--- src/rtl/timer8_map.vh ---
// Register map, field positions, reset values and mode codes of the timer core
// Assumes a 32-bit AXI4-Lite slave with one register per aligned word
`ifndef TIMER8_MAP_VH
`define TIMER8_MAP_VH

// Byte offsets
`define OFS_CONTROL_REG_A 8'h00
`define OFS_CONTROL_REG_B 8'h04
`define OFS_COUNT 8'h08
`define OFS_COMPARE_A 8'h0C
`define OFS_COMPARE_B 8'h10
`define OFS_INT_MASK 8'h14
`define OFS_INT_FLAGS 8'h18
`define OFS_ASYNC_STATUS 8'h1C

// control_reg_a fields
`define CRA_WGM0 0
`define CRA_WGM1 1
`define CRA_COMB_LO 4
`define CRA_COMA_LO 6
// control_reg_b fields
`define CRB_CS_LO 0
`define CRB_WGM2 3
`define CRB_FOCB 6
`define CRB_FOCA 7
// Flag and mask fields
`define FLG_OVF 0
`define FLG_CMPA 1
`define FLG_CMPB 2
// async_status_reg field
`define ASR_AS 5

// Reset values and extremes
`define BOTTOM_VAL 8'h00
`define MAX_VAL 8'hFF
`define RESET_BYTE 8'h00

// Waveform modes
`define WGM_NORMAL 3'h0
`define WGM_PC_MAX 3'h1
`define WGM_CTC 3'h2
`define WGM_FAST_MAX 3'h3
`define WGM_PC_OCRA 3'h5
`define WGM_FAST_OCRA 3'h7

// AXI responses
`define RESP_OKAY 2'h0
`define RESP_SLVERR 2'h2

`endif

--- src/rtl/timer8_core.v ---
// 8-bit timer/counter with two compare channels and an AXI4-Lite register port
// Assumes one clock; prescaler and crystal oscillator deliver tick enables
`timescale 1ns/1ps
`include "timer8_map.vh"

module timer8_core
(
    input wire ref_clk, // System clock, 40 MHz
    input wire sys_rst, // Synchronous reset, active high
    input wire [7:0] io_tick, // Prescaled io clock enables, per clock select
    input wire crystal_osc_tick, // Synchronised crystal oscillator tick
    input wire ack_overflow, // Overflow interrupt taken
    input wire ack_compare_a, // Compare A interrupt taken
    input wire ack_compare_b, // Compare B interrupt taken
    input wire [7:0] s_axi_awaddr, // Write address
    input wire s_axi_awvalid, // Write address valid
    output wire s_axi_awready, // Write address ready
    input wire [31:0] s_axi_wdata, // Write data
    input wire [3:0] s_axi_wstrb, // Write strobes
    input wire s_axi_wvalid, // Write data valid
    output wire s_axi_wready, // Write data ready
    output reg [1:0] s_axi_bresp, // Write response
    output reg s_axi_bvalid, // Write response valid
    input wire s_axi_bready, // Write response ready
    input wire [7:0] s_axi_araddr, // Read address
    input wire s_axi_arvalid, // Read address valid
    output wire s_axi_arready, // Read address ready
    output reg [31:0] s_axi_rdata, // Read data
    output reg [1:0] s_axi_rresp, // Read response
    output reg s_axi_rvalid, // Read data valid
    input wire s_axi_rready, // Read data ready
    output reg compare_output_a, // Compare output A register
    output reg compare_output_b, // Compare output B register
    output wire irq_overflow, // Overflow interrupt request
    output wire irq_compare_a, // Compare A interrupt request
    output wire irq_compare_b // Compare B interrupt request
);

// ============================================================
// Functions
// True for PWM waveform modes (bit0 set)
function is_pwm;
    input [2:0] mode;
    begin
        is_pwm = mode[0];
    end
endfunction

// Next value of a compare output for a match under an output mode
function match_level;
    input [2:0] mode;
    input [1:0] com;
    input cur;
    begin
        if (com == 2'h0)
            match_level = cur;
        else if (!is_pwm(mode))
            match_level = (com == 2'h1) ? ~cur : com[0];
        else if (com == 2'h1)
            match_level = cur;
        else
            match_level = com[0];
    end
endfunction

// ============================================================
// Registers
reg [7:0] control_reg_a;
reg [7:0] control_reg_b;
reg [7:0] async_status_reg;
reg [7:0] int_mask;
reg [2:0] flags;
reg [7:0] timer_count_value;
reg [7:0] compare_value_a;
reg [7:0] compare_value_b;
reg [7:0] buffer_a;
reg [7:0] buffer_b;
reg count_down;
reg block_match;
reg aw_held;
reg w_held;
reg [7:0] aw_addr;
reg [31:0] w_data;
reg [3:0] w_strb;

wire [2:0] waveform_mode_field;
wire [2:0] clock_select_field;
wire async_clock_select;
wire [1:0] compare_output_mode_a;
wire [1:0] compare_output_mode_b;
wire pwm;
wire phase_correct;
wire timer_tick;
wire [7:0] top_val;
wire at_top;
wire at_bottom;
wire at_max;
wire match_a;
wire match_b;
wire hit_a;
wire hit_b;
wire wr_fire;
wire wr_ok;
wire wr_count;
wire force_a;
wire force_b;
wire [7:0] wbyte;

// ============================================================
// Mode and tick decode
assign waveform_mode_field = {control_reg_b[`CRB_WGM2],
    control_reg_a[`CRA_WGM1], control_reg_a[`CRA_WGM0]};
assign clock_select_field = control_reg_b[`CRB_CS_LO+2:`CRB_CS_LO];
assign async_clock_select = async_status_reg[`ASR_AS];
assign compare_output_mode_a = control_reg_a[`CRA_COMA_LO+1:`CRA_COMA_LO];
assign compare_output_mode_b = control_reg_a[`CRA_COMB_LO+1:`CRA_COMB_LO];
assign pwm = is_pwm(waveform_mode_field);
assign phase_correct = pwm && !waveform_mode_field[1];
// Tick source: io prescaler or crystal; select zero stops
assign timer_tick = (clock_select_field == 3'h0) ? 1'b0 :
    (async_clock_select ? crystal_osc_tick :
    io_tick[clock_select_field]);

// Extremes
assign at_bottom = (timer_count_value == `BOTTOM_VAL);
assign at_max = (timer_count_value == `MAX_VAL);
assign top_val = (waveform_mode_field == `WGM_CTC ||
    waveform_mode_field[2]) ? compare_value_a : `MAX_VAL;
assign at_top = (timer_count_value == top_val);

// Comparator on both channels
assign match_a = (timer_count_value == compare_value_a);
assign match_b = (timer_count_value == compare_value_b);
// Tick that ends a cycle spent on a compare value
assign hit_a = timer_tick && match_a && !block_match && !wr_count;
assign hit_b = timer_tick && match_b && !block_match && !wr_count;

// ============================================================
// AXI4-Lite handshake
assign s_axi_awready = !aw_held && !s_axi_bvalid;
assign s_axi_wready = !w_held && !s_axi_bvalid;
assign s_axi_arready = !s_axi_rvalid;
assign wr_fire = aw_held && w_held && !s_axi_bvalid;
assign wr_ok = wr_fire && (aw_addr <= `OFS_ASYNC_STATUS) &&
    (aw_addr[1:0] == 2'h0);
assign wbyte = w_data[7:0];
assign wr_count = wr_ok && (aw_addr == `OFS_COUNT) && w_strb[0];
// Strobes live one cycle only, never stored
assign force_a = wr_ok && (aw_addr == `OFS_CONTROL_REG_B) && w_strb[0] &&
    wbyte[`CRB_FOCA] && !pwm;
assign force_b = wr_ok && (aw_addr == `OFS_CONTROL_REG_B) && w_strb[0] &&
    wbyte[`CRB_FOCB] && !pwm;

// Write channel capture and response
always @(posedge ref_clk)
begin
    if (sys_rst)
    begin
        aw_held <= 1'b0;
        w_held <= 1'b0;
        aw_addr <= 8'h00;
        w_data <= 32'h00000000;
        w_strb <= 4'h0;
        s_axi_bvalid <= 1'b0;
        s_axi_bresp <= `RESP_OKAY;
    end
    else
    begin
        if (s_axi_awvalid && s_axi_awready)
        begin
            aw_held <= 1'b1;
            aw_addr <= s_axi_awaddr;
        end
        if (s_axi_wvalid && s_axi_wready)
        begin
            w_held <= 1'b1;
            w_data <= s_axi_wdata;
            w_strb <= s_axi_wstrb;
        end
        if (wr_fire)
        begin
            aw_held <= 1'b0;
            w_held <= 1'b0;
            s_axi_bvalid <= 1'b1;
            s_axi_bresp <= wr_ok ? `RESP_OKAY : `RESP_SLVERR;
        end
        else if (s_axi_bvalid && s_axi_bready)
            s_axi_bvalid <= 1'b0;
    end
end

// Read channel
always @(posedge ref_clk)
begin
    if (sys_rst)
    begin
        s_axi_rvalid <= 1'b0;
        s_axi_rdata <= 32'h00000000;
        s_axi_rresp <= `RESP_OKAY;
    end
    else if (s_axi_arvalid && s_axi_arready)
    begin
        s_axi_rvalid <= 1'b1;
        s_axi_rresp <= `RESP_OKAY;
        case (s_axi_araddr)
            `OFS_CONTROL_REG_A: s_axi_rdata <= {24'h000000, control_reg_a};
            `OFS_CONTROL_REG_B: s_axi_rdata <= {24'h000000,
                2'h0, control_reg_b[5:0]};
            `OFS_COUNT: s_axi_rdata <= {24'h000000, timer_count_value};
            // Reads return what software wrote: buffer in PWM
            `OFS_COMPARE_A: s_axi_rdata <= {24'h000000,
                pwm ? buffer_a : compare_value_a};
            `OFS_COMPARE_B: s_axi_rdata <= {24'h000000,
                pwm ? buffer_b : compare_value_b};
            `OFS_INT_MASK: s_axi_rdata <= {24'h000000, int_mask};
            `OFS_INT_FLAGS: s_axi_rdata <= {29'h00000000, flags};
            `OFS_ASYNC_STATUS: s_axi_rdata <= {24'h000000,
                async_status_reg};
            default:
            begin
                s_axi_rdata <= 32'h00000000;
                s_axi_rresp <= `RESP_SLVERR;
            end
        endcase
    end
    else if (s_axi_rvalid && s_axi_rready)
        s_axi_rvalid <= 1'b0;
end

// ============================================================
// Control registers
always @(posedge ref_clk)
begin
    if (sys_rst)
    begin
        control_reg_a <= `RESET_BYTE;
        control_reg_b <= `RESET_BYTE;
        async_status_reg <= `RESET_BYTE;
        int_mask <= `RESET_BYTE;
    end
    else if (wr_ok && w_strb[0])
    begin
        case (aw_addr)
            `OFS_CONTROL_REG_A: control_reg_a <= wbyte;
            `OFS_CONTROL_REG_B: control_reg_b <= {2'h0, wbyte[5:0]};
            `OFS_INT_MASK: int_mask <= {5'h00, wbyte[2:0]};
            `OFS_ASYNC_STATUS: async_status_reg <= wbyte & 8'h20;
            default: control_reg_a <= control_reg_a;
        endcase
    end
end

// ============================================================
// Counter unit
always @(posedge ref_clk)
begin
    if (sys_rst)
    begin
        timer_count_value <= `BOTTOM_VAL;
        count_down <= 1'b0;
    end
    else if (wr_count)
        timer_count_value <= wbyte;
    else if (timer_tick)
    begin
        // Clear, step up or step down by mode
        if (phase_correct)
        begin
            if (!count_down && at_top)
            begin
                count_down <= 1'b1;
                timer_count_value <= timer_count_value - 8'h01;
            end
            else if (count_down && at_bottom)
            begin
                count_down <= 1'b0;
                timer_count_value <= timer_count_value + 8'h01;
            end
            else if (count_down)
                timer_count_value <= timer_count_value - 8'h01;
            else
                timer_count_value <= timer_count_value + 8'h01;
        end
        else
        begin
            count_down <= 1'b0;
            if (waveform_mode_field != `WGM_NORMAL && at_top)
                timer_count_value <= `BOTTOM_VAL;
            else
                timer_count_value <= timer_count_value + 8'h01;
        end
    end
end

// ============================================================
// Compare registers with optional double buffer
always @(posedge ref_clk)
begin
    if (sys_rst)
    begin
        compare_value_a <= `RESET_BYTE;
        compare_value_b <= `RESET_BYTE;
        buffer_a <= `RESET_BYTE;
        buffer_b <= `RESET_BYTE;
    end
    else
    begin
        if (wr_ok && w_strb[0] && aw_addr == `OFS_COMPARE_A)
            buffer_a <= wbyte;
        if (wr_ok && w_strb[0] && aw_addr == `OFS_COMPARE_B)
            buffer_b <= wbyte;
        if (!pwm)
        begin
            // Direct access when unbuffered
            if (wr_ok && w_strb[0] && aw_addr == `OFS_COMPARE_A)
                compare_value_a <= wbyte;
            if (wr_ok && w_strb[0] && aw_addr == `OFS_COMPARE_B)
                compare_value_b <= wbyte;
        end
        else if (timer_tick && (phase_correct ? at_top : at_bottom))
        begin
            compare_value_a <= buffer_a;
            compare_value_b <= buffer_b;
        end
    end
end

// ============================================================
// Match blocking until the tick after a counter write
always @(posedge ref_clk)
begin
    if (sys_rst)
        block_match <= 1'b0;
    else if (wr_count)
        block_match <= 1'b1;
    else if (timer_tick)
        block_match <= 1'b0;
end

// ============================================================
// Flags: hardware set wins over clear
always @(posedge ref_clk)
begin
    if (sys_rst)
        flags <= 3'h0;
    else
    begin
        if (wr_ok && w_strb[0] && aw_addr == `OFS_INT_FLAGS)
            flags <= flags & ~wbyte[2:0];
        if (ack_overflow)
            flags[`FLG_OVF] <= 1'b0;
        if (ack_compare_a)
            flags[`FLG_CMPA] <= 1'b0;
        if (ack_compare_b)
            flags[`FLG_CMPB] <= 1'b0;
        // Overflow: wrap in non-PWM, top in fast, bottom in phase
        if (timer_tick && !wr_count &&
            (phase_correct ? (count_down && timer_count_value == 8'h01) :
            pwm ? at_top : at_max))
            flags[`FLG_OVF] <= 1'b1;
        if (hit_a)
            flags[`FLG_CMPA] <= 1'b1;
        if (hit_b)
            flags[`FLG_CMPB] <= 1'b1;
    end
end

assign irq_overflow = flags[`FLG_OVF] & int_mask[`FLG_OVF];
assign irq_compare_a = flags[`FLG_CMPA] & int_mask[`FLG_CMPA];
assign irq_compare_b = flags[`FLG_CMPB] & int_mask[`FLG_CMPB];

// ============================================================
// Waveform generator; outputs untouched by mode changes
always @(posedge ref_clk)
begin
    if (sys_rst)
    begin
        compare_output_a <= 1'b0;
        compare_output_b <= 1'b0;
    end
    else
    begin
        if (force_a)
            compare_output_a <= match_level(waveform_mode_field,
                compare_output_mode_a, compare_output_a);
        else if (hit_a)
            compare_output_a <= match_level(waveform_mode_field,
                compare_output_mode_a ^ {1'b0, phase_correct &&
                count_down && compare_output_mode_a[1]},
                compare_output_a);
        else if (timer_tick && pwm && !phase_correct && at_top &&
            compare_output_mode_a[1])
            compare_output_a <= ~compare_output_mode_a[0];
        if (force_b)
            compare_output_b <= match_level(waveform_mode_field,
                compare_output_mode_b, compare_output_b);
        else if (hit_b)
            compare_output_b <= match_level(waveform_mode_field,
                compare_output_mode_b ^ {1'b0, phase_correct &&
                count_down && compare_output_mode_b[1]},
                compare_output_b);
        else if (timer_tick && pwm && !phase_correct && at_top &&
            compare_output_mode_b[1])
            compare_output_b <= ~compare_output_mode_b[0];
    end
end

endmodule // timer8_core

--- config.mk ---
export PLATFORM = sky130hd
export DESIGN_NAME = timer8_core
export DESIGN_NICKNAME = d
export VERILOG_FILES = /design/src/rtl/timer8_core.v
export VERILOG_INCLUDE_DIRS = /design/src /design/src/rtl
export SDC_FILE = /design/constraint.sdc
export NUM_CORES = 1
export LEC_CHECK = 0
export BUFFER_PORTS_ARGS = -buffer_cell sky130_fd_sc_hd__buf_4
export CAP_MARGIN = 20
export CORE_ASPECT_RATIO = 0.75
export CORE_MARGIN = 3
export CORE_UTILIZATION = 40
export CTS_CLUSTER_DIAMETER = 150
export DETAILED_ROUTE_END_ITERATION = 6
export PLACE_DENSITY = 0.66
export SETUP_SLACK_MARGIN = 0.5
export SLEW_MARGIN = 10
export SYNTH_ARGS = -nofsm -noshare
export SYNTH_HDL_FRONTEND = slang
export SYNTH_SLANG_ARGS = --single-unit
--- constraint.sdc ---
create_clock -name ref_clk -period 3 [get_ports ref_clk]
set_input_delay 0.3 -clock ref_clk [delete_from_list [all_inputs] [get_ports ref_clk]]
set_output_delay 0.3 -clock ref_clk [all_outputs]
set_load 0.02 [all_outputs]
==> impl_metrics.py <==
metrics = {
    "run_status": {
        "status": "finished, final reports clean",
    },
    "critical_path": {
        "path_max_fanout": 5,
        "crit_path_start_kind": "flop",
        "path_class": "flop to flop",
        "crit_family": "simple AND/OR/NAND/NOR gates",
        "cp_num_buf_inv": 2,
        "path_cells": "buf_6 > or4_4 > nor4_4 > and2_4 > a2111oi_4 > buf_4 > and4bb_2 > or4_4 > o211ai_2",
        "critPathRequiredTime_ns": 3.28,
        "end_kind": "flop",
        "slowest_delay_ns": 0.53,
        "cp_slowest_cell": "or4_4",
        "cp.arrival_ns": 2.84,
        "crit_top_cell": "or4_4",
    },
    "route": {
        "drc": 0,
        "drt-total-wl_mm": 18.7,
        "routed_via_density": 5.91,
        "via_count": 5652,
        "wire_per_inst_um": 19.5,
        "drt_first_pass_iters": 5,
        "postRouteAntennaNets": 0,
        "drtIter0Drc": 595,
    },
    "timing": {
        "tightest_slew_ns": 0.894,
        "fmax_ghz": 0.390,
        "setup_viol": 0,
        "fin_crit_sh_pct": 85.4,
        "relSlewSlack_pct": 40.2,
        "setup_tns_ns": 0,
        "post-route-min-period_ns": 2.56,
        "slew_viol_final": 0,
        "fin_skew_ns": 0.0122,
        "rsz0062_at_grt": "yes",
        "hold_viol": 0,
    },
    "die": {
        "die_area_um2": 15500,
        "ios": 117,
        "dieWidth_um": 143,
        "start_util_pct": 42.1,
        "fp.dieH_um": 109,
        "coreArea_um2": 13300,
        "row_count": 36,
    },
    "placement": {
        "gp_congestion": 0.990,
        "dp_hpwl_mm": 13.3,
        "portBuffers": 62,
        "place_area_um2": 6190,
    },
    "global_route": {
        "globalRouteMet2Util_pct": 36.5,
        "grt_use_total_pct": 24.0,
        "grt-busiest-layer": "met2",
        "grt-ovfl-total": 0,
        "antenna_found_initial": 0,
        "use_met1_pct": 33.2,
        "grt_max_degree": 57,
        "grt_pass1_wl_mm": 28.7,
        "met3_usage_pct": 6.94,
        "grt_pass1_vias": 5293,
    },
    "finish": {
        "insertedDiodeCount": 0,
        "syn_to_final_growth_pct": 24.0,
        "nets": 855,
        "final_cell_area_um2": 6960,
        "drive_above_1_share_pct": 23.5,
    },
    "power_and_ir_drop": {
        "ir_worst_vdd_uv": 279,
        "leakage_nw": 2.70,
        "power.density_nw_per_um2": 423,
    },
    "synthesis": {
        "yosysSeqAreaShare_pct": 34.2,
        "synth_cell_type_count": 74,
        "synth_seq_cells": 96,
        "async_flop_share_pct": 0,
        "synth_warnings": 0,
        "synthCells": 711,
        "synth-edff-count": 0,
        "ys.flop_type": "dfxtp_1",
        "syn_avg_cell_area_um2": 7.89,
        "syn_area_um2": 5610,
    },
    "clocking": {
        "cts_buffer_depth": 2,
        "clock_latency_ns": 0.36,
        "cts_made_buffers": 9,
        "cts_num_sinks": 96,
        "clk_pin_slew_ns": 0.07,
        "cts_tree": "done",
        "root_buffer": "clkbuf_16",
        "htree_levels": 3,
    },
    "worst_hold_path": {
        "hold_path.class": "input port to flop",
    },
    "flow_run": {
        "cap_violations": 0,
    },
}
[layout make-up]
class / instances / area, µm²
tap: 171 / 214
fill: 1250 / 6370
inverter: 18 / 67.6
timing repair buffer: 106 / 843
multi-input combinational: 550 / 3550
clock buffer: 9 / 225
sequential: 96 / 1940
clock inverter: 7 / 118
[metrics by stage]
step / worst slack [ns] / power, W / std cells / hold WS (ns) / util, %
6_report: 0.439 / 0.00294 / 957 / 0.137 / 52.2
5_1_grt: 0.330 / 0.00302 / 957 / 0.139 / 52.2
4_1_cts: 0.394 / 0.00294 / 948 / 0.134 / 51.0
3_5_place_dp: 0.180 / 0.00162 / 922 / 0.454 / 46.4
3_3_place_gp: 0.312 / 0.00161 / 922 / 0.439 / 46.4
2_1_floorplan: 0.601 / 0.00154 / 736 / 0.399 / -
[cells by family after synthesis]
logic type	after synthesis	share of synthesized area (%)
simple gates	288	24.6
compound gates	175	22.0
flops	96	34.2
buf+inv	90	8.18
mux	49	8.83
xor+xnor	9	1.40
fa+ha+maj	3	0.669
other cells	1	0.0668
[timing repair]
action                     in CTS  in global routing
resized for setup              37                 24
hold buffers                    0                  0
setup endpoints to repair      25                 25
pin swaps                      11                 13
setup buffers                  10                  9
[path summary, 6_finish.rpt]
| path | startpoint | slack [ns] | endpoint | depth (start not counted) |
|---|---|---|---|---|
| max | timer_count_value[2] | 0.44 | timer_count_value[7] | 9 |
| min | s_axi_rready | 0.14 | s_axi_rvalid | 2 |
| max reg2reg | timer_count_value[2] | 0.44 | timer_count_value[7] | 9 |
| min reg2reg | s_axi_rdata[0] | 0.47 | s_axi_rdata[0] | 2 |
[report_power, final]
group | switching [W] | internal [W]
registers | 0.0000406 | 0.00130
clock network | 0.000522 | 0.000817
logic | 0.000163 | 0.000104
total | 0.000726 | 0.00222
[synth_stat cells, drive strengths merged, types with 8 or more instances]
| library cell | instances | area, µm² |
|---|---|---|
| a21oi | 67 | 335 |
| o21ai | 23 | 115 |
| clkbuf | 35 | 131 |
| a22oi | 9 | 67.6 |
| dfxtp | 96 | 1920 |
| nand4 | 12 | 75.1 |
| nand2b | 10 | 62.6 |
| nor3 | 13 | 70.1 |
| o221a | 9 | 101 |
| o211ai | 9 | 86.3 |
| nand2 | 88 | 330 |
| nor2 | 92 | 348 |
| or3 | 8 | 50.1 |
| xor2 | 8 | 70.1 |
| nor4 | 12 | 90.1 |
| mux2i | 45 | 450 |
| buf | 37 | 260 |
| nor2b | 9 | 56.3 |
| inv | 17 | 63.8 |
| nand3 | 15 | 75.1 |
[worst register-to-register path, stage by stage (launching register included)]
cell and delay (ns):
dfxtp_2 0.34, buf_6 0.12, or4_4 0.53, nor4_4 0.25
and2_4 0.22, a2111oi_4 0.03, buf_4 0.17, and4bb_2 0.24
or4_4 0.51, o211ai_2 0.06
[layout by cell type (no fill, tap or decap), types with 15 or more instances in the layout]
master	Yosys	layout
buf_4	29	98
o21ai_0	22	22
inv_1	16	15
dfxtp_1	96	87
conb_1	1	26
mux2i_1	45	45
nand3_1	15	15
nand2_1	88	85
a21oi_1	67	67
nor2_1	91	90
[per-layer routing]
metal / vias to the layer above / routed length (µm)
met2: 318 / 8000
met4: 0 / 458
met3: 46 / 2230
met1: 2646 / 8020
met5: - / 0
li1: 2642 / -
Power figures use the tool's default switching activity.
